<file path="src/hdl/bmm_pkg.sv">
// Package for the banked memory map: widths, vectors, address regions and carriers
package bmm_pkg;
  localparam int PC_W = 13;
  localparam int IMPL_W = 11;
  localparam int STACK_DEPTH = 8;
  localparam int SP_W = 3;
  localparam logic [12:0] RESET_VEC = 13'h0000;
  localparam logic [12:0] INT_VEC = 13'h0004;
  localparam logic [6:0] OFS_INDIRECT_DATA_PORT = 7'h00;
  localparam logic [6:0] OFS_PCL = 7'h02;
  localparam logic [6:0] OFS_FLAGS = 7'h03;
  localparam logic [6:0] OFS_PTR = 7'h04;
  localparam logic [6:0] OFS_PROGRAM_COUNTER_HIGH_LATCH = 7'h0A;
  localparam logic [6:0] SFR_TOP = 7'h1F;
  localparam logic [7:0] RAM0_LO = 8'h20;
  localparam logic [7:0] RAM0_HI = 8'h7F;
  localparam logic [7:0] RAM1_LO = 8'hA0;
  localparam logic [7:0] RAM1_HI = 8'hBF;
  localparam logic [7:0] MIR_LO = 8'hF0;
  localparam logic [7:0] MIR_OFS = 8'h80;
  localparam int RAM_DEPTH = 128;
  localparam int BANK_BIT = 5;
  localparam int RSV_BANK_BIT = 6;
  localparam int RSV_PAGE_BIT = 7;
  localparam logic [7:0] FLAGS_RST = 8'h18;
  localparam logic [7:0] FLAGS_WMASK = 8'hE7;
  localparam logic [4:0] PROGRAM_COUNTER_HIGH_LATCH_RST = 5'h00;

  typedef enum logic [1:0] {
    BMM_PC_NEXT = 2'b00,
    BMM_PC_JUMP = 2'b01,
    BMM_PC_CALL = 2'b10,
    BMM_PC_RET = 2'b11
  } bmm_pc_op_t;

  typedef struct packed {
    logic valid;
    logic write;
    logic indirect;
    logic [6:0] addr;
    logic [7:0] wdata;
  } bmm_dreq_t;
endpackage

</file>
<file path="src/hdl/bmm_top.sv">
// Program counter, return stack and banked data memory decoder
//
// Function
// - The program counter is thirteen bits wide, covering eight thousand instruction words.
// - Fetch addresses above the lowest two thousand words wrap into that implemented range.
// - Fetching starts at address zero after reset and an accepted interrupt vectors to address four.
// - An eight-entry hardware stack keeps return addresses for calls and interrupts.
// - Data memory has two banks whose first thirty-two locations are special function registers.
// - General purpose RAM sits at 20h-7Fh of bank zero and A0h-BFh of bank one.
// - Locations F0h-FFh in bank one reach the same storage as 70h-7Fh of bank zero.
// - Every other location is unimplemented and reads zero.
// - The bank select bit of the flags register picks the bank for direct addressing.
// - The 128 x 8 register file is reached directly or through the indirect pointer.
// - Bank select set maps direct accesses to 80h-FFh, clear maps them to 00h-7Fh.
`timescale 1ns/1ns
module bmm_top (
  input wire logic sys_clk, // Core clock
  input wire logic rst_n, // Asynchronous reset, active low
  input wire bmm_pkg::bmm_pc_op_t pc_op, // Program counter operation this cycle
  input wire logic [bmm_pkg::PC_W-1:0] pc_target, // Jump or call target
  input wire logic int_take, // Interrupt accepted, push and vector
  input wire bmm_pkg::bmm_dreq_t dreq, // Data access request
  output logic [bmm_pkg::PC_W-1:0] pc, // Program counter
  output logic [bmm_pkg::IMPL_W-1:0] fetch_addr, // Physical fetch address
  output logic [7:0] rdata, // Read data, valid cycle after request
  output logic [7:0] flags, // Processor flags register
  output logic [7:0] sfr_addr, // Full decoded address of a peripheral register access
  output logic sfr_sel, // Access goes to a special function register location, including the core registers held in this block
  output logic stack_full // All stack entries hold return addresses
);
  import bmm_pkg::*;

  logic [PC_W-1:0] pc_q;
  logic [PC_W-1:0] stack_q [STACK_DEPTH];
  logic [SP_W-1:0] sp_q;
  logic [SP_W:0] depth_q;
  logic [7:0] ram_q [RAM_DEPTH];
  logic [7:0] flags_q;
  logic [7:0] ptr_q;
  logic [4:0] program_counter_high_latch_q;
  logic [7:0] rdata_q;
  logic [7:0] full_addr;
  logic is_ram;
  logic [6:0] ram_idx;
  logic is_sfr;

  // Folds a data address onto the shared RAM index, or flags it absent
  function automatic logic [7:0] ram_map(input logic [7:0] a);
    logic [7:0] r;
    r = 8'hFF;
    if (a >= RAM0_LO && a <= RAM0_HI) begin
      r = {1'b0, a[6:0]};
    end else if (a >= RAM1_LO && a <= RAM1_HI) begin
      r = a - RAM1_LO + MIR_OFS;
    end else if (a >= MIR_LO) begin
      r = a - MIR_OFS;
    end
    return r;
  endfunction

  // Direct address takes the bank bit on top, indirect uses the whole pointer
  always_comb begin
    if (dreq.indirect || dreq.addr == OFS_INDIRECT_DATA_PORT) begin
      full_addr = ptr_q;
    end else begin
      full_addr = {flags_q[BANK_BIT], dreq.addr};
    end
  end

  logic [7:0] map_v;
  assign map_v = ram_map(full_addr);
  assign is_ram = (map_v != 8'hFF);
  assign ram_idx = map_v[6:0];
  assign is_sfr = (full_addr[6:0] <= SFR_TOP);

  // Program counter with reset and interrupt vectors
  always_ff @(posedge sys_clk or negedge rst_n) begin
    if (!rst_n) begin
      pc_q <= RESET_VEC;
    end else if (int_take) begin
      pc_q <= INT_VEC;
    end else if (dreq.valid && dreq.write && is_sfr && full_addr[6:0] == OFS_PCL) begin
      pc_q <= {program_counter_high_latch_q, dreq.wdata};
    end else begin
      unique case (pc_op)
        BMM_PC_NEXT: pc_q <= pc_q + 13'h0001;
        BMM_PC_JUMP: pc_q <= pc_target;
        BMM_PC_CALL: pc_q <= pc_target;
        BMM_PC_RET: pc_q <= stack_q[sp_q - 3'h1];
      endcase
    end
  end

  // Circular return stack: overflow overwrites the oldest entry
  always_ff @(posedge sys_clk or negedge rst_n) begin
    if (!rst_n) begin
      sp_q <= '0;
      depth_q <= '0;
    end else if (int_take || pc_op == BMM_PC_CALL) begin
      sp_q <= sp_q + 3'h1;
      if (depth_q != 4'(STACK_DEPTH)) depth_q <= depth_q + 4'h1;
    end else if (pc_op == BMM_PC_RET) begin
      sp_q <= sp_q - 3'h1;
      if (depth_q != 4'h0) depth_q <= depth_q - 4'h1;
    end
  end

  always_ff @(posedge sys_clk) begin
    if (int_take) begin
      stack_q[sp_q] <= (pc_op == BMM_PC_NEXT) ? pc_q + 13'h0001 : pc_target;
    end else if (pc_op == BMM_PC_CALL) begin
      stack_q[sp_q] <= pc_q + 13'h0001;
    end
  end

  // Core registers; reserved bits are stored as written, software keeps them clear
  always_ff @(posedge sys_clk or negedge rst_n) begin
    if (!rst_n) begin
      flags_q <= FLAGS_RST;
      ptr_q <= '0;
      program_counter_high_latch_q <= PROGRAM_COUNTER_HIGH_LATCH_RST;
    end else if (dreq.valid && dreq.write && is_sfr) begin
      unique case (full_addr[6:0])
        OFS_FLAGS: flags_q <= (flags_q & ~FLAGS_WMASK) | (dreq.wdata & FLAGS_WMASK);
        OFS_PTR: ptr_q <= dreq.wdata;
        OFS_PROGRAM_COUNTER_HIGH_LATCH: program_counter_high_latch_q <= dreq.wdata[4:0];
        default: ;
      endcase
    end
  end

  // Shared general purpose RAM
  always_ff @(posedge sys_clk) begin
    if (dreq.valid && dreq.write && is_ram) begin
      ram_q[ram_idx] <= dreq.wdata;
    end
  end

  // Registered read data; unimplemented locations read zero
  always_ff @(posedge sys_clk or negedge rst_n) begin
    if (!rst_n) begin
      rdata_q <= '0;
    end else if (dreq.valid && !dreq.write) begin
      if (is_ram) begin
        rdata_q <= ram_q[ram_idx];
      end else if (is_sfr) begin
        unique case (full_addr[6:0])
          OFS_PCL: rdata_q <= pc_q[7:0];
          OFS_FLAGS: rdata_q <= flags_q;
          OFS_PTR: rdata_q <= ptr_q;
          OFS_PROGRAM_COUNTER_HIGH_LATCH: rdata_q <= {3'h0, program_counter_high_latch_q};
          default: rdata_q <= '0;
        endcase
      end else begin
        rdata_q <= '0;
      end
    end
  end

  assign pc = pc_q;
  assign fetch_addr = pc_q[IMPL_W-1:0];
  assign rdata = rdata_q;
  assign flags = flags_q;
  assign sfr_addr = full_addr;
  assign sfr_sel = dreq.valid && is_sfr && !is_ram;
  assign stack_full = (depth_q == 4'(STACK_DEPTH));

  // Program counter and return stack
  int_vector_a: assert property (@(posedge sys_clk) disable iff (!rst_n)
    int_take |=> pc_q == INT_VEC) else $error("interrupt did not vector");
  pc_step_a: assert property (@(posedge sys_clk) disable iff (!rst_n)
    (pc_op == BMM_PC_NEXT && !int_take && !(dreq.valid && dreq.write))
    |=> pc_q == $past(pc_q) + 13'h0001) else $error("pc did not step");
  pc_load_a: assert property (@(posedge sys_clk) disable iff (!rst_n)
    (dreq.valid && dreq.write && is_sfr && full_addr[6:0] == OFS_PCL && !int_take)
    |=> pc_q == {$past(program_counter_high_latch_q), $past(dreq.wdata)}) else $error("pc low write did not load");
  fetch_wrap_a: assert property (@(posedge sys_clk) disable iff (!rst_n)
    (pc_op == BMM_PC_JUMP && !int_take && !(dreq.valid && dreq.write))
    |=> fetch_addr == $past(pc_target[IMPL_W-1:0])) else $error("fetch not folded");
  call_return_a: assert property (@(posedge sys_clk) disable iff (!rst_n)
    (pc_op == BMM_PC_CALL && !int_take && !(dreq.valid && dreq.write)) ##1
    (pc_op == BMM_PC_RET && !int_take && !(dreq.valid && dreq.write))
    |=> pc_q == $past(pc_q, 2) + 13'h0001) else $error("return address wrong");
  stack_fill_a: assert property (@(posedge sys_clk) disable iff (!rst_n)
    (depth_q == 4'(STACK_DEPTH - 1) && pc_op == BMM_PC_CALL && !int_take)
    |=> stack_full) else $error("stack not full after eighth push");

  // Data address decoding
  sfr_region_a: assert property (@(posedge sys_clk) disable iff (!rst_n)
    (full_addr[6:0] <= SFR_TOP) |-> !is_ram) else $error("sfr region mapped as ram");
  sfr_select_a: assert property (@(posedge sys_clk) disable iff (!rst_n)
    (dreq.valid && full_addr[6:0] <= SFR_TOP) |-> sfr_sel) else $error("register access not selected");
  ram_bank0_a: assert property (@(posedge sys_clk) disable iff (!rst_n)
    (full_addr >= RAM0_LO && full_addr <= RAM0_HI) |-> is_ram && ram_idx == full_addr[6:0])
    else $error("bank zero ram index wrong");
  ram_bank1_a: assert property (@(posedge sys_clk) disable iff (!rst_n)
    (full_addr >= RAM1_LO && full_addr <= RAM1_HI) |-> is_ram && {1'b0, ram_idx} < RAM0_LO)
    else $error("bank one ram overlaps bank zero");
  mirror_map_a: assert property (@(posedge sys_clk) disable iff (!rst_n)
    (full_addr >= MIR_LO) |-> ram_idx == full_addr[6:0] && is_ram) else $error("mirror bad");
  unimpl_gap_a: assert property (@(posedge sys_clk) disable iff (!rst_n)
    (full_addr > RAM1_HI && full_addr < MIR_LO) |-> !is_ram && !sfr_sel) else $error("gap location mapped");
  bank_addr_a: assert property (@(posedge sys_clk) disable iff (!rst_n)
    (!dreq.indirect && dreq.addr != OFS_INDIRECT_DATA_PORT) |-> full_addr[7] == flags_q[BANK_BIT])
    else $error("bank bit not used");
  flags_bank_a: assert property (@(posedge sys_clk) disable iff (!rst_n)
    (dreq.valid && dreq.write && !dreq.indirect && dreq.addr == OFS_FLAGS)
    |=> flags_q[BANK_BIT] == $past(dreq.wdata[BANK_BIT])) else $error("bank bit not written");
  indirect_ptr_a: assert property (@(posedge sys_clk) disable iff (!rst_n)
    (dreq.indirect || dreq.addr == OFS_INDIRECT_DATA_PORT) |-> full_addr == ptr_q) else $error("pointer not used");
  ptr_write_a: assert property (@(posedge sys_clk) disable iff (!rst_n)
    (dreq.valid && dreq.write && is_sfr && full_addr[6:0] == OFS_PTR)
    |=> ptr_q == $past(dreq.wdata)) else $error("pointer write lost");

  // Read data
  unimpl_zero_a: assert property (@(posedge sys_clk) disable iff (!rst_n)
    (dreq.valid && !dreq.write && !is_ram && !is_sfr) |=> rdata_q == 8'h00)
    else $error("unimplemented read nonzero");
  ram_readback_a: assert property (@(posedge sys_clk) disable iff (!rst_n)
    (dreq.valid && dreq.write && is_ram) ##1 (dreq.valid && !dreq.write && is_ram
    && ram_idx == $past(ram_idx)) |=> rdata_q == $past(dreq.wdata, 2))
    else $error("ram readback wrong");
endmodule // bmm_top

</file>
<file path="config.mk">
export PLATFORM = sky130hd
export DESIGN_NAME = bmm_top
export DESIGN_NICKNAME = d
export VERILOG_FILES = /design/src/hdl/bmm_pkg.sv /design/src/hdl/bmm_top.sv
export SDC_FILE = /design/constraint.sdc
export NUM_CORES = 1
export LEC_CHECK = 0
export ABC_AREA = 1
export BUFFER_PORTS_ARGS = -buffer_cell sky130_fd_sc_hd__buf_2
export CORE_UTILIZATION = 40
export DETAILED_ROUTE_END_ITERATION = 7
export HOLD_SLACK_MARGIN = 0.08
export PLACE_DENSITY = 0.58
export SETUP_SLACK_MARGIN = 0.05
export SYNTH_ARGS = -nofsm -noshare
export SYNTH_HDL_FRONTEND = slang
export SYNTH_SLANG_ARGS = --single-unit
</file>
<file path="constraint.sdc">
create_clock -name sys_clk -period 6.88 [get_ports sys_clk]
set_input_delay 1.032 -clock sys_clk [delete_from_list [all_inputs] [get_ports sys_clk]]
set_output_delay 1.032 -clock sys_clk [all_outputs]
set_load 0.005 [all_outputs]
</file>
# After elaboration in Yosys (flattened, before gate mapping)

Memory sizes are Yosys's and may differ from the RTL's.
Cells that the tools add are included.

Output and inout bits: 50
Memories: 2
Logic and storage cells: 84
Input port bits: 36
Flip-flop bits (word level): 49
Bits in writable memories: 1128

Memory list:

| memory  | depth | width | rd ports | clocked after memory_dff | write ports | RTL line      | RTL |
|---|---|---|---|---|---|---|---|
| ram_q   | 128   | 8     | 1        | 0                        | 1           | bmm_top.sv:37 | `logic [7:0] ram_q [RAM_DEPTH];` |
| stack_q | 8     | 13    | 1        | 0                        | 1           | bmm_top.sv:34 | `logic [PC_W-1:0] stack_q [STACK_DEPTH];` |

Reduce and logical (&&, ||, !) cells: 23
$lt $le $gt $ge: 6
Bitwise gates (word level): 2
Add/sub/neg operators: 8
Equality and inequality tests: 11
Mux-type cells: 25

Operator list:

| kind                                                                              | number |
|---|---|
| 13-bit 2-to-1 mux                                                                 | 4 |
| 8-bit 2-to-1 mux                                                                  | 6 |
| 13-bit case mux with 3 select lines                                               | 1 |
| 8-bit case mux with 4 select lines                                                | 1 |
| 8-bit >= comparator (second input constant)                                       | 2 |
| 4-bit 2-to-1 mux                                                                  | 4 |
| 8-bit subtractor (second input constant)                                          | 2 |
| 7-bit by 2-bit == test with 1-bit output (second input constant)                  | 2 |
| 13-bit by 1-bit adder with 13-bit output (second input constant)                  | 1 |
| 1-bit logical AND                                                                 | 9 |
| 8-bit adder (second input constant)                                               | 1 |
| 8-bit by 6-bit >= comparator with 1-bit output (second input constant)            | 1 |
| 8-bit by 7-bit less-or-equal comparator with 1-bit output (second input constant) | 1 |
| 8-bit less-or-equal comparator (second input constant)                            | 1 |
| 8-bit inequality test (second input constant)                                     | 1 |
| 5-bit by 8-bit bitwise OR with 8-bit output                                       | 1 |
| 7-bit by 3-bit == test with 1-bit output (second input constant)                  | 1 |
| 7-bit by 4-bit == test with 1-bit output (second input constant)                  | 1 |
| 7-bit by 5-bit less-or-equal comparator with 1-bit output (second input constant) | 1 |
| 7-bit logical NOT                                                                 | 1 |
| 1-bit 2-to-1 mux                                                                  | 7 |
| 3-bit 2-to-1 mux                                                                  | 2 |
| 2-bit AND reduction                                                               | 3 |
| 4-bit by 1-bit adder with 4-bit output (second input constant)                    | 1 |
| other kinds (16)                                                                  | 20 |

# Logic depth before layout (Yosys ltp)

Gate-level depths: netlist of run 1.

Depth after elaboration: 11
Gate-level depth with buffers: 31
Gate-level depth less buffers: 29

# Least setup slack after synthesis of run 1

No wires, ideal clock.

Kind: input to register
Start: input dreq[13] (netlist name)
End: memory ram_q[103][0] (enable)
Buffers on the path: 3
Data required time: 6.510 ns
Library setup time: 0.370 ns
Cell stages on the path: 21
Slack: 2.746 ns
Arrival: 3.764 ns
Path through: nor2_1 > nand2_1 > o21ai_4 > nand2_1 > o21ai_1 > inv_1 > ha_1 > nand3_1 > nor2_1 > nand2_1 > nand2_1 > nand2_1 > nand2_4 > nand2_2 > inv_2 > buf_2 > buf_2 > nor3_1 > nand2_1 > clkbuf_1 > nor2_1

Cells in the longest elaborated chain, start to end: 11
Elaborated cells between the ends (all ways): 20
Those cells by class: add/sub: 3; order compare: 5; eq/ne: 1; mux: 6; reduce/logical: 5

RTL lines:

| what                                     | RTL line       | RTL |
|---|---|---|
| start, declared                          | bmm_top.sv:22  | `input wire bmm_pkg::bmm_dreq_t dreq,` |
| 7-bit logical NOT                        | bmm_top.sv:63  | `if (dreq.indirect \|\| dreq.addr == OFS_INDIRECT_DATA_PORT) begin` |
| 1-bit logical OR                         | bmm_top.sv:63  |  |
| 8-bit 2-to-1 mux (*)                     | bmm_top.sv:63  |  |
| 8-bit subtractor (tied with other cells) | bmm_top.sv:54  | `r = a - RAM1_LO + MIR_OFS;` |
| 8-bit adder (tied with other cells)      | bmm_top.sv:54  |  |
| 8-bit 2-to-1 mux                         | bmm_top.sv:53  | `end else if (a >= RAM1_LO && a <= RAM1_HI) begin` |
| 8-bit 2-to-1 mux (*)                     | bmm_top.sv:51  | `if (a >= RAM0_LO && a <= RAM0_HI) begin` |
| 8-bit inequality test                    | bmm_top.sv:72  | `assign is_ram = (map_v != 8'hFF);` |
| 1-bit logical AND                        | bmm_top.sv:134 | `if (dreq.valid && dreq.write && is_ram) begin` |
| 1-bit 2-to-1 mux                         | bmm_top.sv:134 |  |
| 1-bit 2-to-1 mux (implied by the code)   | bmm_top.sv:135 | `ram_q[ram_idx] <= dreq.wdata;` |
| end, declared                            | bmm_top.sv:37  |  |

Every way passes the cells marked *; elsewhere a longest branch is shown, timed or not.

# Worst setup path in the final report of run 1

Start: input dreq[13] (netlist name)
End: register rdata_q[5] (netlist: rdata[5])

Cells in the longest elaborated chain, start to end: 9
Elaborated cells between the ends (all ways): 26
Those cells by class: add/sub: 3; order compare: 6; eq/ne: 5; mux: 7; reduce/logical: 4; memory: 1

RTL lines:

| what                                                                    | RTL line       | RTL |
|---|---|---|
| 7-bit logical NOT                                                       | bmm_top.sv:63  |  |
| 1-bit logical OR                                                        | bmm_top.sv:63  |  |
| 8-bit 2-to-1 mux (*)                                                    | bmm_top.sv:63  |  |
| 8-bit subtractor (tied with other cells)                                | bmm_top.sv:54  |  |
| 8-bit adder (tied with other cells)                                     | bmm_top.sv:54  |  |
| 8-bit 2-to-1 mux                                                        | bmm_top.sv:53  |  |
| 8-bit 2-to-1 mux                                                        | bmm_top.sv:51  |  |
| memory read 128 x 8 bit / 8-bit inequality test (equally long branches) | n/a            |  |
| 8-bit 2-to-1 mux (*)                                                    | bmm_top.sv:144 | `if (is_ram) begin` |
| end signal, assigned                                                    | bmm_top.sv:145 | `rdata_q <= ram_q[ram_idx];` |
| end signal, assigned                                                    | bmm_top.sv:148 | `OFS_PCL: rdata_q <= pc_q[7:0];` |
| end signal, assigned                                                    | bmm_top.sv:149 | `OFS_FLAGS: rdata_q <= flags_q;` |
| end, declared                                                           | bmm_top.sv:41  | `logic [7:0] rdata_q;` |

Marked as above.
A chain may end at the register's enable or synchronous reset.

==> results.txt, run 1 <==
Max Freq -> 199 MHz
first-pass GRT wire length -> 214000 um
Unique masters post-synth -> 45
simple logic cell fraction of the synthesized area -> 21.4%
Seq/Total Area, Yosys -> 67.5%
Setup Fix Bufs, Post-CTS -> 0
Worst setup startpoint -> dreq[13]
dpl hpwl -> 84500 um
Synth Area in Adders -> 0.279%
worst-path fanout max -> 51
cts bufs inserted -> 120
worst skew pair latency -> 0.73 ns
Slew HR -> 20.2%
clk_skew -> 0.0316 ns
Vias -> 35200
grt ovf -> 0
WP data required -> 7.48 ns
CTS tree -> built
vias per cell -> 5.09
pwr/cell area -> 300 nW/um^2
Ports -> 86
Pins Over Slew Limit -> 0
CTS Sinks -> 1175
dpl cells -> 6698
Worst Path Arrival -> 5.63 ns
YS warnings -> 0
Synth Register Bits -> 1175
Synth top area share -> 65.2%
largest net degree at the start of global routing -> 233
input/output buffers -> 83
Placed Area -> 54000 um^2
CTS HTree Levels -> 3
Post-synth EDFFs -> 1128
vias in the first global route -> 33600
Max stage delay on crit path -> 0.57 ns
Final Cell Area -> 57900 um^2
RSZ-0062 raised after global routing -> false
final hold slack -> 0.423 ns
worst-margin pin slew -> 1.20 ns
Post-Layout Cell Count -> 6921
Yosys top cell by area -> edfxtp_1
nets -> 5138
gr usage total -> 21.4%
Mapped Cells -> 5086
row cnt -> 131
root buffer cell -> clkbuf_16
HP Class -> in -> async
Die Footprint -> 131000 um^2
Compound-Gate Fraction of Synth Area -> 3.52%
synthesized cell area -> 51900 um^2
Crit-path slowest cell -> buf_4
initial antenna violation count -> 0
min cycle time layout -> 5.03 ns
R2R Setup Slk -> 2.29 ns
TNS Setup -> 0 ns
drt pass-1 iters -> 6
worst r2r path cells -> 26
peak supply drop -> 0.219 mV
GPL Wtd Cong -> 0.874
Resize count post-CTS -> 0
ranking of synthesized cells by area -> edfxtp_1, nand2_1, inv_1
Crit Path Class -> in -> reg
worst r2r dst -> rdata[5]
Die Y -> 362 um
Startpoint Class -> input pin
reg-to-reg startpoint -> ptr_q[2]
asr flop ratio synth -> 4.00%
max_cap viols -> 0
routed length per instance -> 20.5 um
clock-pin slew on the worst setup and hold paths -> 0.07 ns
status -> completed
xor and xnor area share after synthesis -> 0.287%
hold buffers post-CTS -> 0
Bufs on Longest Clock Path -> 3
mux cell area share after synthesis -> 0.448%
Die Wd -> 362 um
final hold vios -> 0
largest family of logic cells by synthesized area -> simple AND/OR/NAND/NOR gates
Worst setup EP type -> flop
Tcrit/Tclk final -> 73.1%
DRC -> 0
Top cell by count, worst path -> nand2_1
initial core utilization -> 40.5%
layout cells sized above 1 -> 6.80%
Final Setup Violations -> 0
Initial DRC Count -> 3697
post-route ant nets -> 0
Total Wirelength -> 142000 um
top_reg_cell synth -> edfxtp_1
syn avg cell area -> 10.2 um^2
Layout Utilization -> 45.1%
Area Growth Syn to Fin -> 11.4%
Core Area -> 128000 um^2
LEAKAGE -> 0.0236 uW
==> metrics by stage <==
stage,total power [uW],setup slack [ns]
floorplan,9980,2.75
global placement,11000,1.15
detailed placement,11000,1.19
CTS,17400,1.95
global route,18000,1.54
finish,17300,1.85
==> final cells by class <==
class                   count  area (um^2)
well taps                1729         2160
flip-flops and latches   1175        35000
diodes                      1         2.50
repair buffers            153         1100
fillers                 12100        70300
clock inverters            69          719
multi-input cells        3078        13600
inverters                 563         2120
clock buffers             153         3150
==> logic make-up after synthesis <==
logic type,after synthesis
AO/OA/AOI/OAI,283
XOR/XNOR,17
adder cells (fa/ha/maj),11
buffers and inverters,834
flip-flops,1175
multiplexers,23
other,1
AND/OR/NAND/NOR,2742
==> placed cells by master (no fill, tap or decap), types with 13 or more instances in the layout <==
cell / n
o21ai_1: 22
o21ai_0: 88
dfrtp_1: 46
edfxtp_1: 1128
o211ai_1: 77
nand2_1: 1926
mux2i_1: 21
a21oi_1: 33
clkinv_2: 18
clkbuf_1: 31
nor2_1: 320
clkinv_1: 24
o2111ai_1: 14
bufinv_16: 13
buf_4: 62
nand3_1: 389
clkbuf_16: 120
inv_1: 556
o221ai_1: 20
nand3b_1: 75
buf_2: 75
==> worst max-delay path, delay by kind of cell <==
| family | cells | cell delay (ns) |
|---|---|---|
| simple gates | 22 | 2.70 |
| buf+inv | 5 | 1.44 |
| compound gates | 2 | 0.36 |
==> worst max path at each step <==
stage,end,slack (ns)
floorplan,ram_q[103][0],2.75
global placement,rdata[5],1.15
detailed placement,rdata[5],1.19
CTS,rdata[5],1.95
global route,rdata[6],1.54
finish,rdata[5],1.85
==> synth_stat cells, types with 10 or more instances <==
cell       count
nand2_1     1927
edfxtp_1    1128
inv_1        557
nand3_1      391
nor2_1       330
buf_2        121
clkbuf_1     104
o21ai_0       88
o211ai_1      77
nand3b_1      75
dfrtp_1       47
a21oi_1       33
buf_4         25
o21ai_1       22
mux2i_1       21
o221ai_1      20
buf_1         15
o2111ai_1     14
xor2_1        11
ha_1          10
==> per-layer routing <==
layer / track usage (%) / share of wire, % / vias to the layer above
li1: - / - / 16800
met1: 30.4 / 44 / 17100
met2: 34.3 / 46 / 1203
met3: 3.02 / 7.0 / 184
met4: 6.09 / 2.4 / 0
met5: 0 / 0 / -
==> registers in the layout, indices dropped and copies added, names as in the netlist <==
name	count
pc	13
ptr_q	8
program_counter_high_latch_q	5
sp_q	3
stack_q	104
rdata	8
flags	6
ram_q	1024
depth_q	4
==> where the power goes <==
group	total, uW	internal (uW)	switching (uW)
registers	8130	8040	89.4
clock network	6500	3720	2790
logic	2710	726	1990
total	17300	12500	4860
No activity file was read; power rests on OpenSTA's default activity.
==> run 2: changes to the inputs <==
--- a/config.mk
+++ b/config.mk
@@ -5,7 +5,7 @@
 export SDC_FILE = /design/constraint.sdc
 export NUM_CORES = 1
 export LEC_CHECK = 0
-export ABC_AREA = 1
+export ABC_AREA = 0
 export BUFFER_PORTS_ARGS = -buffer_cell sky130_fd_sc_hd__buf_2
 export CORE_UTILIZATION = 40
 export DETAILED_ROUTE_END_ITERATION = 7
==> constraint.sdc (replaced) <==
create_clock -name sys_clk -period 5 [get_ports sys_clk]
set_input_delay 0.75 -clock sys_clk [delete_from_list [all_inputs] [get_ports sys_clk]]
set_output_delay 0.75 -clock sys_clk [all_outputs]
set_load 0.005 [all_outputs]
==> run 2 against run 1 <==
  * Via count shrank 11%
  * Register-to-register slack worse by 2.0 ns
  * First-iteration DRC count increased by 29%
  * Cell area fell by 3.5%
  * Largest cell class unchanged
  * Clock-buffer cell count down 8
  * Global-route usage grew 5.3 points
  * Synthesized cell count shrank 38%
  * Clock power up 38%
  * Sequential cell count unchanged
==> results.txt, run 2 <==
Tcrit/Tclk final -> 95.1%
WP data required -> 5.57 ns
vias per cell -> 6.10
switching pwr -> 8820 uW
CTS HTree Levels -> 3
Compound-Gate Fraction of Synth Area -> 11.0%
clock-pin slew on the worst setup and hold paths -> 0.06 ns
Post-synth EDFFs -> 1128
first-pass GRT wire length -> 228000 um
routed length per instance -> 31.8 um
switching part of the total -> 32.1%
Seq/Total Area, Yosys -> 74.1%
drt pass-1 iters -> 7
xor and xnor area share after synthesis -> 0.333%
Max Freq -> 210 MHz
layout cells sized above 1 -> 20.4%
Resize count post-CTS -> 0
mux cell area share after synthesis -> 5.22%
Mapped Cells -> 3158
R2R Setup Slk -> 0.24 ns
min cycle time layout -> 4.76 ns
Die Y -> 346 um
Worst Path Arrival -> 5.33 ns
Die Wd -> 346 um
CTS Sinks -> 1175
worst skew pair latency -> 0.73 ns
TNS Setup -> 0 ns
worst-margin pin slew -> 1.42 ns
YS warnings -> 0
ranking of synthesized cells by area -> edfxtp_1, nand2_1, mux2i_1
Commonest cells post-synth -> edfxtp_1, nand2_1, a21oi_1, nor2_1, mux2i_1
vias in the first global route -> 30000
DRC -> 0
Vias -> 31300
root buffer cell -> clkbuf_16
final hold vios -> 0
dpl hpwl -> 106000 um
Startpoint Class -> flop
reg-to-reg startpoint -> ptr_q[5]
top_reg_cell synth -> edfxtp_1
Bufs on Longest Clock Path -> 3
Biggest register -> ram_q
Area Growth Syn to Fin -> 18.0%
RSZ-0062 raised after global routing -> false
Unique masters post-synth -> 90
synthesized cell area -> 47300 um^2
Total Wirelength -> 163000 um
simple logic cell fraction of the synthesized area -> 6.94%
Yosys top cell by area -> edfxtp_1
Initial DRC Count -> 4753
most frequent cell after synthesis -> edfxtp_1
Slew HR -> 5.12%
Core Area -> 117000 um^2
combinational fraction of design power -> 25.6%
max_cap viols -> 0
Die Footprint -> 120000 um^2
largest net degree at the start of global routing -> 82
most common cell after layout, fill and taps aside -> edfxtp_1
clk_skew -> 0.0399 ns
initial core utilization -> 40.6%
Worst setup EP type -> flop
most frequent cells in the layout -> edfxtp_1, nand2_1, buf_4
dpl ws -> 0.0502 ns
Crit Path Class -> reg -> reg
HP Class -> in -> async
largest family of logic cells by synthesized area -> compound AO/OA/AOI/OAI gates
Pins Over Slew Limit -> 0
Synth top area share -> 71.6%
post-route ant nets -> 0
row cnt -> 125
worst r2r path cells -> 13
gr usage total -> 26.8%
initial antenna violation count -> 4
LEAKAGE -> 0.0190 uW
grt ovf -> 0
Synth Area in Adders -> 0.307%
CP endpoint -> rdata[3]
max reg flops -> 1024
Synth Register Bits -> 1175
Worst setup startpoint -> ptr_q[5]
asr flop ratio synth -> 4.00%
nets -> 3563
syn avg cell area -> 15.0 um^2
fillers -> 10100
GPL Wtd Cong -> 0.982
worst-path fanout max -> 51
cts bufs inserted -> 120
pwr/cell area -> 491 nW/um^2
Final Setup Violations -> 0
setup ws final -> 0.244 ns
peak supply drop -> 0.348 mV
CTS tree -> built
Int Power -> 18600 uW
worst r2r dst -> rdata[3]
input/output buffers -> 83
hold buffers post-CTS -> 0
register share of total power -> 41.6%
status -> completed
Ports -> 86
Clk pwr share -> 32.8%
Setup Fix Bufs, Post-CTS -> 0
run 2: changes by cell type in the layout (fill, tap and decap cells not counted), moves of 57 or more:
| cell | previous run | this run |
|---|---|---|
| mux2i_1 | 21 | 130 |
| nand3b_1 | 75 | 1 |
| nand3_1 | 389 | 68 |
| o211ai_1 | 77 | 7 |
| a22oi_1 | 0 | 75 |
| nand2_1 | 1926 | 401 |
| buf_4 | 62 | 342 |
| nor2_1 | 320 | 197 |
| inv_1 | 556 | 11 |
| a21oi_1 | 33 | 216 |
| a221oi_1 | 0 | 57 |
run 2: layout make-up:
cell class | instances | area (um^2) | area share, %
sequential | 1175 | 35000 | 62.8
multi-input combinational | 1758 | 11400 | 20.4
timing repair buffer | 445 | 3500 | 6.28
clock buffer | 145 | 3100 | 5.55
tap | 1524 | 1910 | 3.42
clock inverter | 75 | 808 | 1.45
inverter | 16 | 65.1 | 0.117
antenna | 2 | 5.00 | 0.00896
run 2: worst max-delay path, stage by stage, from the launching register on:
cell      delay [ns]
dfrtp_1         0.54
nor4b_1         0.41
a221o_1         0.23
ha_1            0.16
o21a_1          0.13
o211ai_1        0.12
o21ai_2         0.45
nand3_4         0.20
buf_12          0.23
a22o_1          0.26
o41ai_1         0.67
nand4b_1        0.36
nor4_1          0.61
a221oi_1        0.18
run 2: cell families after synthesis:
group | after synthesis
muxes | 208
DFF | 1175
AOI/OAI and AO/OA | 745
other | 1
buffers and inverters | 226
adders and majority gates | 11
xor gates and xnor gates | 18
and+or+nand+nor | 774
run 2: power groups by stage:
| stage | clock network, uW | logic, uW | registers, uW |
|---|---|---|---|
| 2_1_floorplan | 0 | 3550 | 11400 |
| 3_3_place_gp | 0 | 6800 | 11600 |
| 3_5_place_dp | 0 | 6820 | 11600 |
| 4_1_cts | 9060 | 6850 | 11400 |
| 5_1_grt | 9450 | 7210 | 11400 |
| 6_report | 9000 | 7020 | 11400 |
run 2: through the flow:
stage / power (uW) / hold slack (ns) / cell area (um^2) / std cells / utilization (%)
floorplan: 15000 / 0.454 / 47300 / 3159 / -
global placement: 18400 / 0.501 / 51900 / 4918 / 44.5
detailed placement: 18400 / 0.513 / 51900 / 4918 / 44.5
CTS: 27300 / 0.135 / 55800 / 5138 / 47.8
global route: 28100 / 0.180 / 55800 / 5138 / 47.8
finish: 27400 / 0.152 / 55800 / 5140 / 47.8
run 2: worst min path at each step:
stage	end	cells after the start
after floorplan	depth_q[0]	0
after global placement	depth_q[2]	2
after detailed placement	depth_q[0]	1
after CTS	pc[9]	2
after global routing	pc[11]	2
final	pc[10]	2
run 2: per-layer routing:
layer | vias to the layer above | track usage, % | share of wire (%)
met5 | - | 0 | 0.0049
li1 | 13100 | - | -
met4 | 2 | 9.50 | 4.0
met3 | 360 | 7.78 | 12
met2 | 2009 | 40.0 | 44
met1 | 15900 | 37.2 | 40
